### config.mk
export PLATFORM = sky130hd
export DESIGN_NAME = ptc_top
export DESIGN_NICKNAME = d
export VERILOG_FILES = /design/src/hdl/ptc_pkg.sv /design/src/hdl/ptc_regs_if.sv /design/src/hdl/ptc_reg_store.sv /design/src/hdl/ptc_top.sv
export SDC_FILE = /design/constraint.sdc
export NUM_CORES = 1
export LEC_CHECK = 0
export BUFFER_PORTS_ARGS = -buffer_cell sky130_fd_sc_hd__buf_2
export CORE_ASPECT_RATIO = 0.6
export CORE_MARGIN = 10
export CORE_UTILIZATION = 30
export CTS_BUF_LIST = sky130_fd_sc_hd__clkbuf_8
export DETAILED_ROUTE_END_ITERATION = 16
export GPL_ROUTABILITY_DRIVEN = 0
export PLACE_DENSITY = 0.61
export SLEW_MARGIN = 10
export SYNTH_ARGS = -nofsm -noshare
export SYNTH_HDL_FRONTEND = slang
export SYNTH_SLANG_ARGS = --single-unit
### constraint.sdc
create_clock -name clk_i -period 3.4 [get_ports clk_i]
set_clock_uncertainty 0.15 [all_clocks]
set_input_delay 0.85 -clock clk_i [delete_from_list [all_inputs] [get_ports clk_i]]
set_output_delay 0.85 -clock clk_i [all_outputs]
set_load 0.03 [all_outputs]
### src/hdl/ptc_pkg.sv
/*
 * Package of the top-level control register bank: addresses, field
 * positions, reset values and the power-sequencer state encoding.
 * Assumes nothing of its surroundings.
 */
package ptc_pkg;
	localparam logic [7:0] ADDR_LIMITS_POWER = 8'h09;
	localparam logic [7:0] ADDR_RAIL_INPUT = 8'h0A;
	localparam logic [7:0] ADDR_THRESHOLDS = 8'h0B;

	localparam int ILIM_MSB = 7;
	localparam int ILIM_LSB = 5;
	localparam int SHIP_WAKE_BIT = 4;
	localparam int PDN_REQ_BIT = 3;
	localparam int WDOG_POLICY_BIT = 2;
	localparam int POWER_GOOD_ENABLE_BIT = 0;
	localparam int ILIM_TRIM_BIT = 6;

	localparam int PREWARN_LSB = 6;
	localparam int SRC_LSB = 4;
	localparam int OVP_BIT = 2;
	localparam int IN_UV_LSB = 0;

	localparam int SYS_UV_LSB = 6;
	localparam int TSHDN_LSB = 2;
	localparam int TWARN_LSB = 0;

	localparam logic [7:0] RESET_LIMITS_POWER = 8'h41;
	localparam logic [7:0] RESET_RAIL_INPUT = 8'h89;
	localparam logic [7:0] RESET_THRESHOLDS = 8'hCE;

	localparam logic [2:0] ILIM_OFF_CODE = 3'h7;

	typedef enum logic [1:0] {
		PTC_RAILS_OFF = 2'b00,
		PTC_RAILS_ON = 2'b01,
		PTC_RAILS_DOWN = 2'b10
	} ptc_rail_e;
endpackage

### src/hdl/ptc_regs_if.sv
/*
 * Interface between the register store and the sequencing top: register
 * access strobes and the stored register contents.
 * Assumes one clock owned by the instantiating module.
 */
`timescale 1ns/1ps
interface ptc_regs_if;
	logic wr_en;
	logic [7:0] addr;
	logic [7:0] wdata;
	logic ilim_trim;
	logic [7:0] ctl0;
	logic [7:0] ctl1;
	logic [7:0] ctl2;
	modport store (input wr_en, addr, wdata, ilim_trim,
		output ctl0, ctl1, ctl2);
	modport user (output wr_en, addr, wdata, ilim_trim,
		input ctl0, ctl1, ctl2);
endinterface

### src/hdl/ptc_reg_store.sv
/*
 * Three byte-wide read-write control registers with their reset values.
 * Assumes the write strobe is synchronous to clk_i and the trim level is
 * stable while reset_i is high.
 */
`timescale 1ns/1ps
module ptc_reg_store (
	input wire logic clk_i,
	input wire logic reset_i,
	ptc_regs_if.store regs
);
	import ptc_pkg::*;

	typedef struct packed {
		logic [7:0] ctl0;
		logic [7:0] ctl1;
		logic [7:0] ctl2;
	} ptc_store_s;

	ptc_store_s state;
	ptc_store_s next_state;

	function automatic logic hit(input logic [7:0] a, input logic [7:0] r);
		hit = (a == r);
	endfunction

	always_comb begin
		next_state = state;
		if (regs.wr_en && hit(regs.addr, ADDR_LIMITS_POWER)) begin
			next_state.ctl0 = regs.wdata;
		end
		if (regs.wr_en && hit(regs.addr, ADDR_RAIL_INPUT)) begin
			next_state.ctl1 = regs.wdata;
		end
		if (regs.wr_en && hit(regs.addr, ADDR_THRESHOLDS)) begin
			next_state.ctl2 = regs.wdata;
		end
		if (reset_i) begin
			next_state.ctl0 = RESET_LIMITS_POWER;
			// The middle current-limit bit alone follows the trim level.
			next_state.ctl0[ILIM_TRIM_BIT] = regs.ilim_trim;
			next_state.ctl1 = RESET_RAIL_INPUT;
			next_state.ctl2 = RESET_THRESHOLDS;
		end
	end

	always_ff @(posedge clk_i) begin
		state <= next_state;
	end

	assign regs.ctl0 = state.ctl0;
	assign regs.ctl1 = state.ctl1;
	assign regs.ctl2 = state.ctl2;
endmodule

### src/hdl/ptc_top.sv
/*
 * Top-level control register bank with the power-up, power-down and
 * watchdog-expiry policy it drives.
 * Assumes register accesses come from a serial target port on clk_i;
 * supply-attach, key and watchdog inputs are asynchronous pins.
 */
`timescale 1ns/1ps
// Function
// - Bits 7:5 of register 09h hold current limit code, reset 010, 111 off.
// - Only the middle limit bit resets from trim, allowing reset code 000.
// - Wake bit 0: supply attach enables charging and powers up all rails.
// - Wake bit 1: supply attach charges only; key falling edge powers up.
// - Writing power-down bit 1 starts power-down; 0 starts nothing.
// - After power-down by that bit, supply attach does not power up.
// - Watchdog expiry, policy 0: reset low, keep charging, rails to mode 0.
// - Watchdog expiry, policy 1: reset low, stop charging, rails to mode 0.
// - Power-good enable resets 1; clearing it forces all output-ok low.
// - Register 0Ah bits 7:6: system-rail prewarning code, reset 10.
// - Bits 5:4: system-rail source select, reset 00.
// - Bit 2: input overvoltage select, reset 0.
// - Bits 1:0: input undervoltage code, reset 01.
// - Register 0Bh bits 7:6: system-rail undervoltage code, reset 11.
// - Bits 4:2: thermal shutdown code, reset 011, 111 reserved.
// - Bits 1:0: die temperature warning code, reset 10.
// - All three registers read back the last value written.
module ptc_top (
	input wire logic clk_i,
	input wire logic reset_i,
	input wire logic reg_wr_i,
	input wire logic [7:0] reg_addr_i,
	input wire logic [7:0] reg_wdata_i,
	output logic [7:0] reg_rdata_o,
	output logic reg_hit_o,
	input wire logic ilim_trim_i,
	input wire logic supply_attach_i,
	input wire logic power_key_n_i,
	input wire logic watchdog_expired_i,
	input wire logic [3:0] rail_comparator_ok_i,
	output logic [3:0] rail_output_ok_o,
	output logic charge_enable_o,
	output logic power_up_start_o,
	output logic power_down_start_o,
	output logic rails_to_mode0_o,
	output logic system_reset_out_n_o,
	output logic power_good_enable_o,
	output logic [2:0] input_current_limit_code_o,
	output logic input_current_limit_off_o,
	output logic [1:0] system_rail_prewarn_code_o,
	output logic [1:0] system_rail_source_code_o,
	output logic input_overvoltage_code_o,
	output logic [1:0] input_undervoltage_code_o,
	output logic [1:0] system_rail_undervoltage_code_o,
	output logic [2:0] thermal_shutdown_code_o,
	output logic [1:0] die_temp_warning_code_o,
	output ptc_pkg::ptc_rail_e rail_state_o
);
	import ptc_pkg::*;

	typedef struct packed {
		logic [1:0] attach_sync;
		logic [1:0] key_sync;
		logic [1:0] wdog_sync;
		logic attach_prev;
		logic key_prev;
		logic wdog_prev;
		logic powered_down;
		ptc_rail_e rails;
		logic charging;
		logic up_pulse;
		logic down_pulse;
		logic mode0_pulse;
		logic sys_reset_n;
		logic [3:0] ok;
		logic [7:0] rdata;
		logic hit;
	} ptc_top_s;

	ptc_top_s state;
	ptc_top_s next_state;
	ptc_regs_if regs ();

	logic [7:0] ctl0;
	logic [7:0] ctl1;
	logic [7:0] ctl2;
	logic attach_rise;
	logic key_fall;
	logic wdog_rise;
	logic pdn_write;

	assign regs.wr_en = reg_wr_i;
	assign regs.addr = reg_addr_i;
	assign regs.wdata = reg_wdata_i;
	assign regs.ilim_trim = ilim_trim_i;
	assign ctl0 = regs.ctl0;
	assign ctl1 = regs.ctl1;
	assign ctl2 = regs.ctl2;

	ptc_reg_store u_store (
		.clk_i(clk_i),
		.reset_i(reset_i),
		.regs(regs.store)
	);

	assign attach_rise = state.attach_sync[1] && !state.attach_prev;
	assign key_fall = !state.key_sync[1] && state.key_prev;
	assign wdog_rise = state.wdog_sync[1] && !state.wdog_prev;
	assign pdn_write = reg_wr_i && (reg_addr_i == ADDR_LIMITS_POWER) &&
		reg_wdata_i[PDN_REQ_BIT];

	always_comb begin
		next_state = state;
		next_state.attach_sync = {state.attach_sync[0], supply_attach_i};
		next_state.key_sync = {state.key_sync[0], power_key_n_i};
		next_state.wdog_sync = {state.wdog_sync[0], watchdog_expired_i};
		next_state.attach_prev = state.attach_sync[1];
		next_state.key_prev = state.key_sync[1];
		next_state.wdog_prev = state.wdog_sync[1];
		next_state.up_pulse = 1'b0;
		next_state.down_pulse = 1'b0;
		next_state.mode0_pulse = 1'b0;
		if (!state.attach_sync[1]) begin
			next_state.charging = 1'b0;
		end
		if (attach_rise) begin
			next_state.charging = 1'b1;
		end
		case (state.rails)
			PTC_RAILS_OFF: begin
				if ((attach_rise && !ctl0[SHIP_WAKE_BIT] &&
					!state.powered_down) || key_fall) begin
					next_state.rails = PTC_RAILS_ON;
					next_state.up_pulse = 1'b1;
					next_state.powered_down = 1'b0;
				end
			end
			PTC_RAILS_ON: begin
				if (pdn_write) begin
					next_state.rails = PTC_RAILS_DOWN;
					next_state.down_pulse = 1'b1;
				end
			end
			PTC_RAILS_DOWN: begin
				next_state.rails = PTC_RAILS_OFF;
				next_state.powered_down = 1'b1;
			end
			default: begin
				next_state.rails = PTC_RAILS_OFF;
			end
		endcase
		if (wdog_rise) begin
			next_state.sys_reset_n = 1'b0;
			next_state.mode0_pulse = 1'b1;
			if (ctl0[WDOG_POLICY_BIT]) begin
				next_state.charging = 1'b0;
			end
		end else if (!state.wdog_sync[1]) begin
			next_state.sys_reset_n = 1'b1;
		end
		if (ctl0[POWER_GOOD_ENABLE_BIT]) begin
			next_state.ok = rail_comparator_ok_i;
		end else begin
			next_state.ok = 4'h0;
		end
		next_state.hit = 1'b1;
		case (reg_addr_i)
			ADDR_LIMITS_POWER: next_state.rdata = ctl0;
			ADDR_RAIL_INPUT: next_state.rdata = ctl1;
			ADDR_THRESHOLDS: next_state.rdata = ctl2;
			default: begin
				next_state.rdata = 8'h00;
				next_state.hit = 1'b0;
			end
		endcase
		if (reset_i) begin
			next_state = '0;
			next_state.key_sync = 2'b11;
			next_state.key_prev = 1'b1;
			next_state.sys_reset_n = 1'b1;
			next_state.rails = PTC_RAILS_OFF;
		end
	end

	always_ff @(posedge clk_i) begin
		state <= next_state;
	end

	assign reg_rdata_o = state.rdata;
	assign reg_hit_o = state.hit;
	assign rail_output_ok_o = state.ok;
	assign charge_enable_o = state.charging;
	assign power_up_start_o = state.up_pulse;
	assign power_down_start_o = state.down_pulse;
	assign rails_to_mode0_o = state.mode0_pulse;
	assign system_reset_out_n_o = state.sys_reset_n;
	assign rail_state_o = state.rails;
	assign power_good_enable_o = ctl0[POWER_GOOD_ENABLE_BIT];
	assign input_current_limit_code_o = ctl0[ILIM_MSB:ILIM_LSB];
	assign input_current_limit_off_o =
		(ctl0[ILIM_MSB:ILIM_LSB] == ILIM_OFF_CODE);
	assign system_rail_prewarn_code_o =
		ctl1[PREWARN_LSB+1:PREWARN_LSB];
	assign system_rail_source_code_o = ctl1[SRC_LSB+1:SRC_LSB];
	assign input_overvoltage_code_o = ctl1[OVP_BIT];
	assign input_undervoltage_code_o = ctl1[IN_UV_LSB+1:IN_UV_LSB];
	assign system_rail_undervoltage_code_o =
		ctl2[SYS_UV_LSB+1:SYS_UV_LSB];
	assign thermal_shutdown_code_o = ctl2[TSHDN_LSB+2:TSHDN_LSB];
	assign die_temp_warning_code_o = ctl2[TWARN_LSB+1:TWARN_LSB];
endmodule

==> impl_summary.log <==
INFO  metric drt-vias-per-instance = 4.25
INFO  metric path_buf_inv = 1
INFO  metric max_slew.worst_pin.slew = 0.810 ns
INFO  metric rows = 24
INFO  metric antennaDiodeCount = 0
INFO  metric cp_top_family = simple AND/OR/NAND/NOR gates
INFO  metric cap_viol_max_count = 0
INFO  metric holdCritPathClass = reg -> reg
INFO  metric detailedRoute.firstIterationViolations = 91
INFO  metric portBuffers = 65
INFO  metric ir_drop = 158 uV
INFO  metric timing.critical_path.required = 3.48 ns
INFO  metric postSynthNetCount = 256
INFO  metric yosysWarnings = 0
INFO  metric final_cell_area = 0.00254 mm^2
INFO  metric netlist_instances = 229
INFO  metric grt_setup_unrepaired = no
INFO  metric finalHoldViolations = 0
INFO  metric dp_hpwl = 4230 um
INFO  metric dominantRegCellSynth = sky130_fd_sc_hd__dfxtp_1
INFO  metric design.portCount = 66
INFO  metric critPathMaxStageDelay = 0.70 ns
INFO  metric grt_pass1_vias = 1588
INFO  metric fin_crit_sh = 0.680
INFO  metric yosysSeqAreaShare = 0.480
INFO  metric power_leakage = 1.14 nW
INFO  metric wire_per_inst = 14.9 um
INFO  metric core_area = 0.00730 mm^2
INFO  metric share_of_post_route_cells_with_drive_strength_above_1 = 0.352
INFO  metric period_minus_slack = 2.31 ns
INFO  metric async_flop_share = 0
INFO  metric maxSlewViolCount = 0
INFO  metric timing.final.setup_violations = 0
INFO  metric antenna_violations_before_repair = 0
INFO  metric cts_resized = 0
INFO  metric synth.top_cells.by_count = sky130_fd_sc_hd__dfxtp_1, sky130_fd_sc_hd__buf_4, sky130_fd_sc_hd__nor2_1, sky130_fd_sc_hd__nand2_1, sky130_fd_sc_hd__mux2i_1
INFO  metric clkLatencyLatePin = 0.30 ns
INFO  metric gr-total-overflow = 0
INFO  metric design.final.nets = 290
INFO  metric worst_ep_arrival_time = 2.39 ns
INFO  metric grt_usage = 0.0930
INFO  metric worst_path_cell_with_the_longest_stage_delay = sky130_fd_sc_hd__nor2b_1
INFO  metric area.growth.synth_to_final = 11.8%
INFO  metric cts.path.max_buffers = 2
INFO  metric postSynthRegisterBits = 54
INFO  metric clock-sinks = 54
INFO  metric cell_area_placed = 0.00246 mm^2
INFO  metric cts_buffers = 5
INFO  metric route.antenna.remaining_nets = 0
INFO  metric status = completed
INFO  metric synth_area_leader_cell = sky130_fd_sc_hd__dfxtp_1
INFO  metric timing.setup.critical_path_class = in -> reg
INFO  metric die_x = 132 um
INFO  metric global_route_wire_length_before_repair = 8650 um
INFO  metric synth_largest_type_area_fraction = 0.467
INFO  metric ctsHtreeMaxLevel = 2
INFO  metric path_cells = buf_2, nor2b_1, and3_2, mux2i_1
INFO  metric cts_hold_buf = 0
INFO  metric route.final.wire_length = 5490 um
INFO  metric power.density_cell_area = 424 mW/mm^2
INFO  metric max_clock_freq = 433 MHz
INFO  metric floorplan.die_area = 0.0116 mm^2
INFO  metric synth_most_common_cell = sky130_fd_sc_hd__dfxtp_1
INFO  metric post-route-drc-count = 0
INFO  metric grt_max_degree = 32
INFO  metric netlist_top_cells_area = sky130_fd_sc_hd__dfxtp_1, sky130_fd_sc_hd__buf_4, sky130_fd_sc_hd__mux2i_1, sky130_fd_sc_hd__nor2_1, sky130_fd_sc_hd__mux2_2
INFO  metric synth-edff-count = 1
INFO  metric end_kind = flop
INFO  metric synthesis.area = 0.00227 mm^2
INFO  metric starting_density_of_the_core = 0.311
INFO  metric die_y = 87.4 um
INFO  metric tritoncts = done
INFO  metric post_synth_cell_types = 32
INFO  metric cts_root_buffer = sky130_fd_sc_hd__clkbuf_8
INFO  metric cts_post_setup_buffers_inserted = 0
INFO  metric clk_transition_reported_paths = 0.09 ns
INFO  metric crit_fanout = 12
INFO  metric dr.pass1.iters = 5
INFO  metric route.vias.total = 1564
INFO  metric total_negative_setup_slacks = 0 ns
INFO  metric critPathLaunchType = input port
INFO  metric synth.avg_cell_area = 9.92 um^2
INFO  metric slew_headroom = 0.459
[final timing paths]
path / from / end / slack (ns) / depth (start not counted)
min: state[26]$_SDFF_PP1_ / state[27]$_SDFF_PP1_ / 0.26 / 1
max: reg_addr_i[1] / u_store.regs.ctl1[1]$_SDFFE_PP0P_ / 1.09 / 4
max reg2reg: u_store.regs.ctl0[4]$_SDFFE_PP0N_ / rail_state_o[0]$_SDFFE_PP0P_ / 2.10 / 3
min reg2reg: state[26]$_SDFF_PP1_ / state[27]$_SDFF_PP1_ / 0.26 / 1
[registers in the layout, indices dropped and copies added (netlist names)]
register / flops
reg_rdata_o: 8
system_reset_out_n_o: 1
rails_to_mode0_o: 1
u_store.regs.ctl0: 8
power_up_start_o: 1
reg_hit_o: 1
charge_enable_o: 1
state: 10
rail_output_ok_o: 4
u_store.regs.ctl1: 8
rail_state_o: 2
power_down_start_o: 1
u_store.regs.ctl2: 8
[placed cells by master, fill, tap and decap left out, drive strengths merged, types with 2 or more instances in the layout]
| cell | netlist | layout |
|---|---|---|
| dfxtp | 53 | 53 |
| a22oi | 8 | 8 |
| buf | 33 | 67 |
| nand2b | 2 | 2 |
| and3 | 3 | 3 |
| a311oi | 2 | 2 |
| clkbuf | 7 | 5 |
| a31oi | 2 | 2 |
| mux2i | 21 | 21 |
| nor2b | 10 | 10 |
| and2 | 5 | 5 |
| a31o | 2 | 2 |
| inv | 6 | 9 |
| nor2 | 26 | 26 |
| or2 | 3 | 3 |
| mux2 | 8 | 8 |
| o21ai | 3 | 3 |
| and4 | 3 | 3 |
| nand3 | 2 | 2 |
| nand2 | 22 | 22 |
| nor4b | 2 | 2 |
[cell type report]
cell class | count | area [um^2]
fillers | 733 | 4760
flip-flops and latches | 54 | 1090
multi-input cells | 129 | 877
repair buffers | 67 | 340
well taps | 104 | 130
clock buffers | 5 | 68.8
inverters | 6 | 22.5
clock inverters | 3 | 11.3
[through the flow]
step           power [mW]  hold WS (ns)  setup slack [ns]  instances   util
2_1_floorplan       0.725         0.239              1.30        229      -
3_3_place_gp        0.753         0.243             0.838        360  0.337
3_5_place_dp        0.754         0.246             0.780        360  0.337
4_1_cts              1.09         0.266              1.11        368  0.348
5_1_grt              1.12         0.298             0.961        368  0.348
6_report             1.08         0.259              1.09        368  0.348
[routing by layer]
| layer | routed length (um) | track usage | part of all wire | vias up |
|---|---|---|---|---|
| met5 | 0 | 0 | 0 | - |
| met4 | 2 | 0.0179 | 0.00036 | 0 |
| met3 | 344 | 0.0374 | 0.063 | 2 |
| met2 | 2200 | 0.129 | 0.40 | 42 |
| met1 | 2950 | 0.131 | 0.54 | 720 |
| li1 | - | - | - | 800 |
[report_power, final]
group,switching (mW),internal (mW),total [mW]
sequential,0.00470,0.645,0.649
clock,0.201,0.138,0.340
combinational,0.0548,0.0346,0.0895
total,0.261,0.818,1.08
[kinds of logic after synthesis]
family / count (synthesis) / synth area share
and+or+nand+nor: 80 / 0.188
DFF: 54 / 0.480
buffers and inverters: 46 / 0.134
muxes: 29 / 0.132
AOI/OAI and AO/OA: 20 / 0.0661
Power figures use the tool's default switching activity.
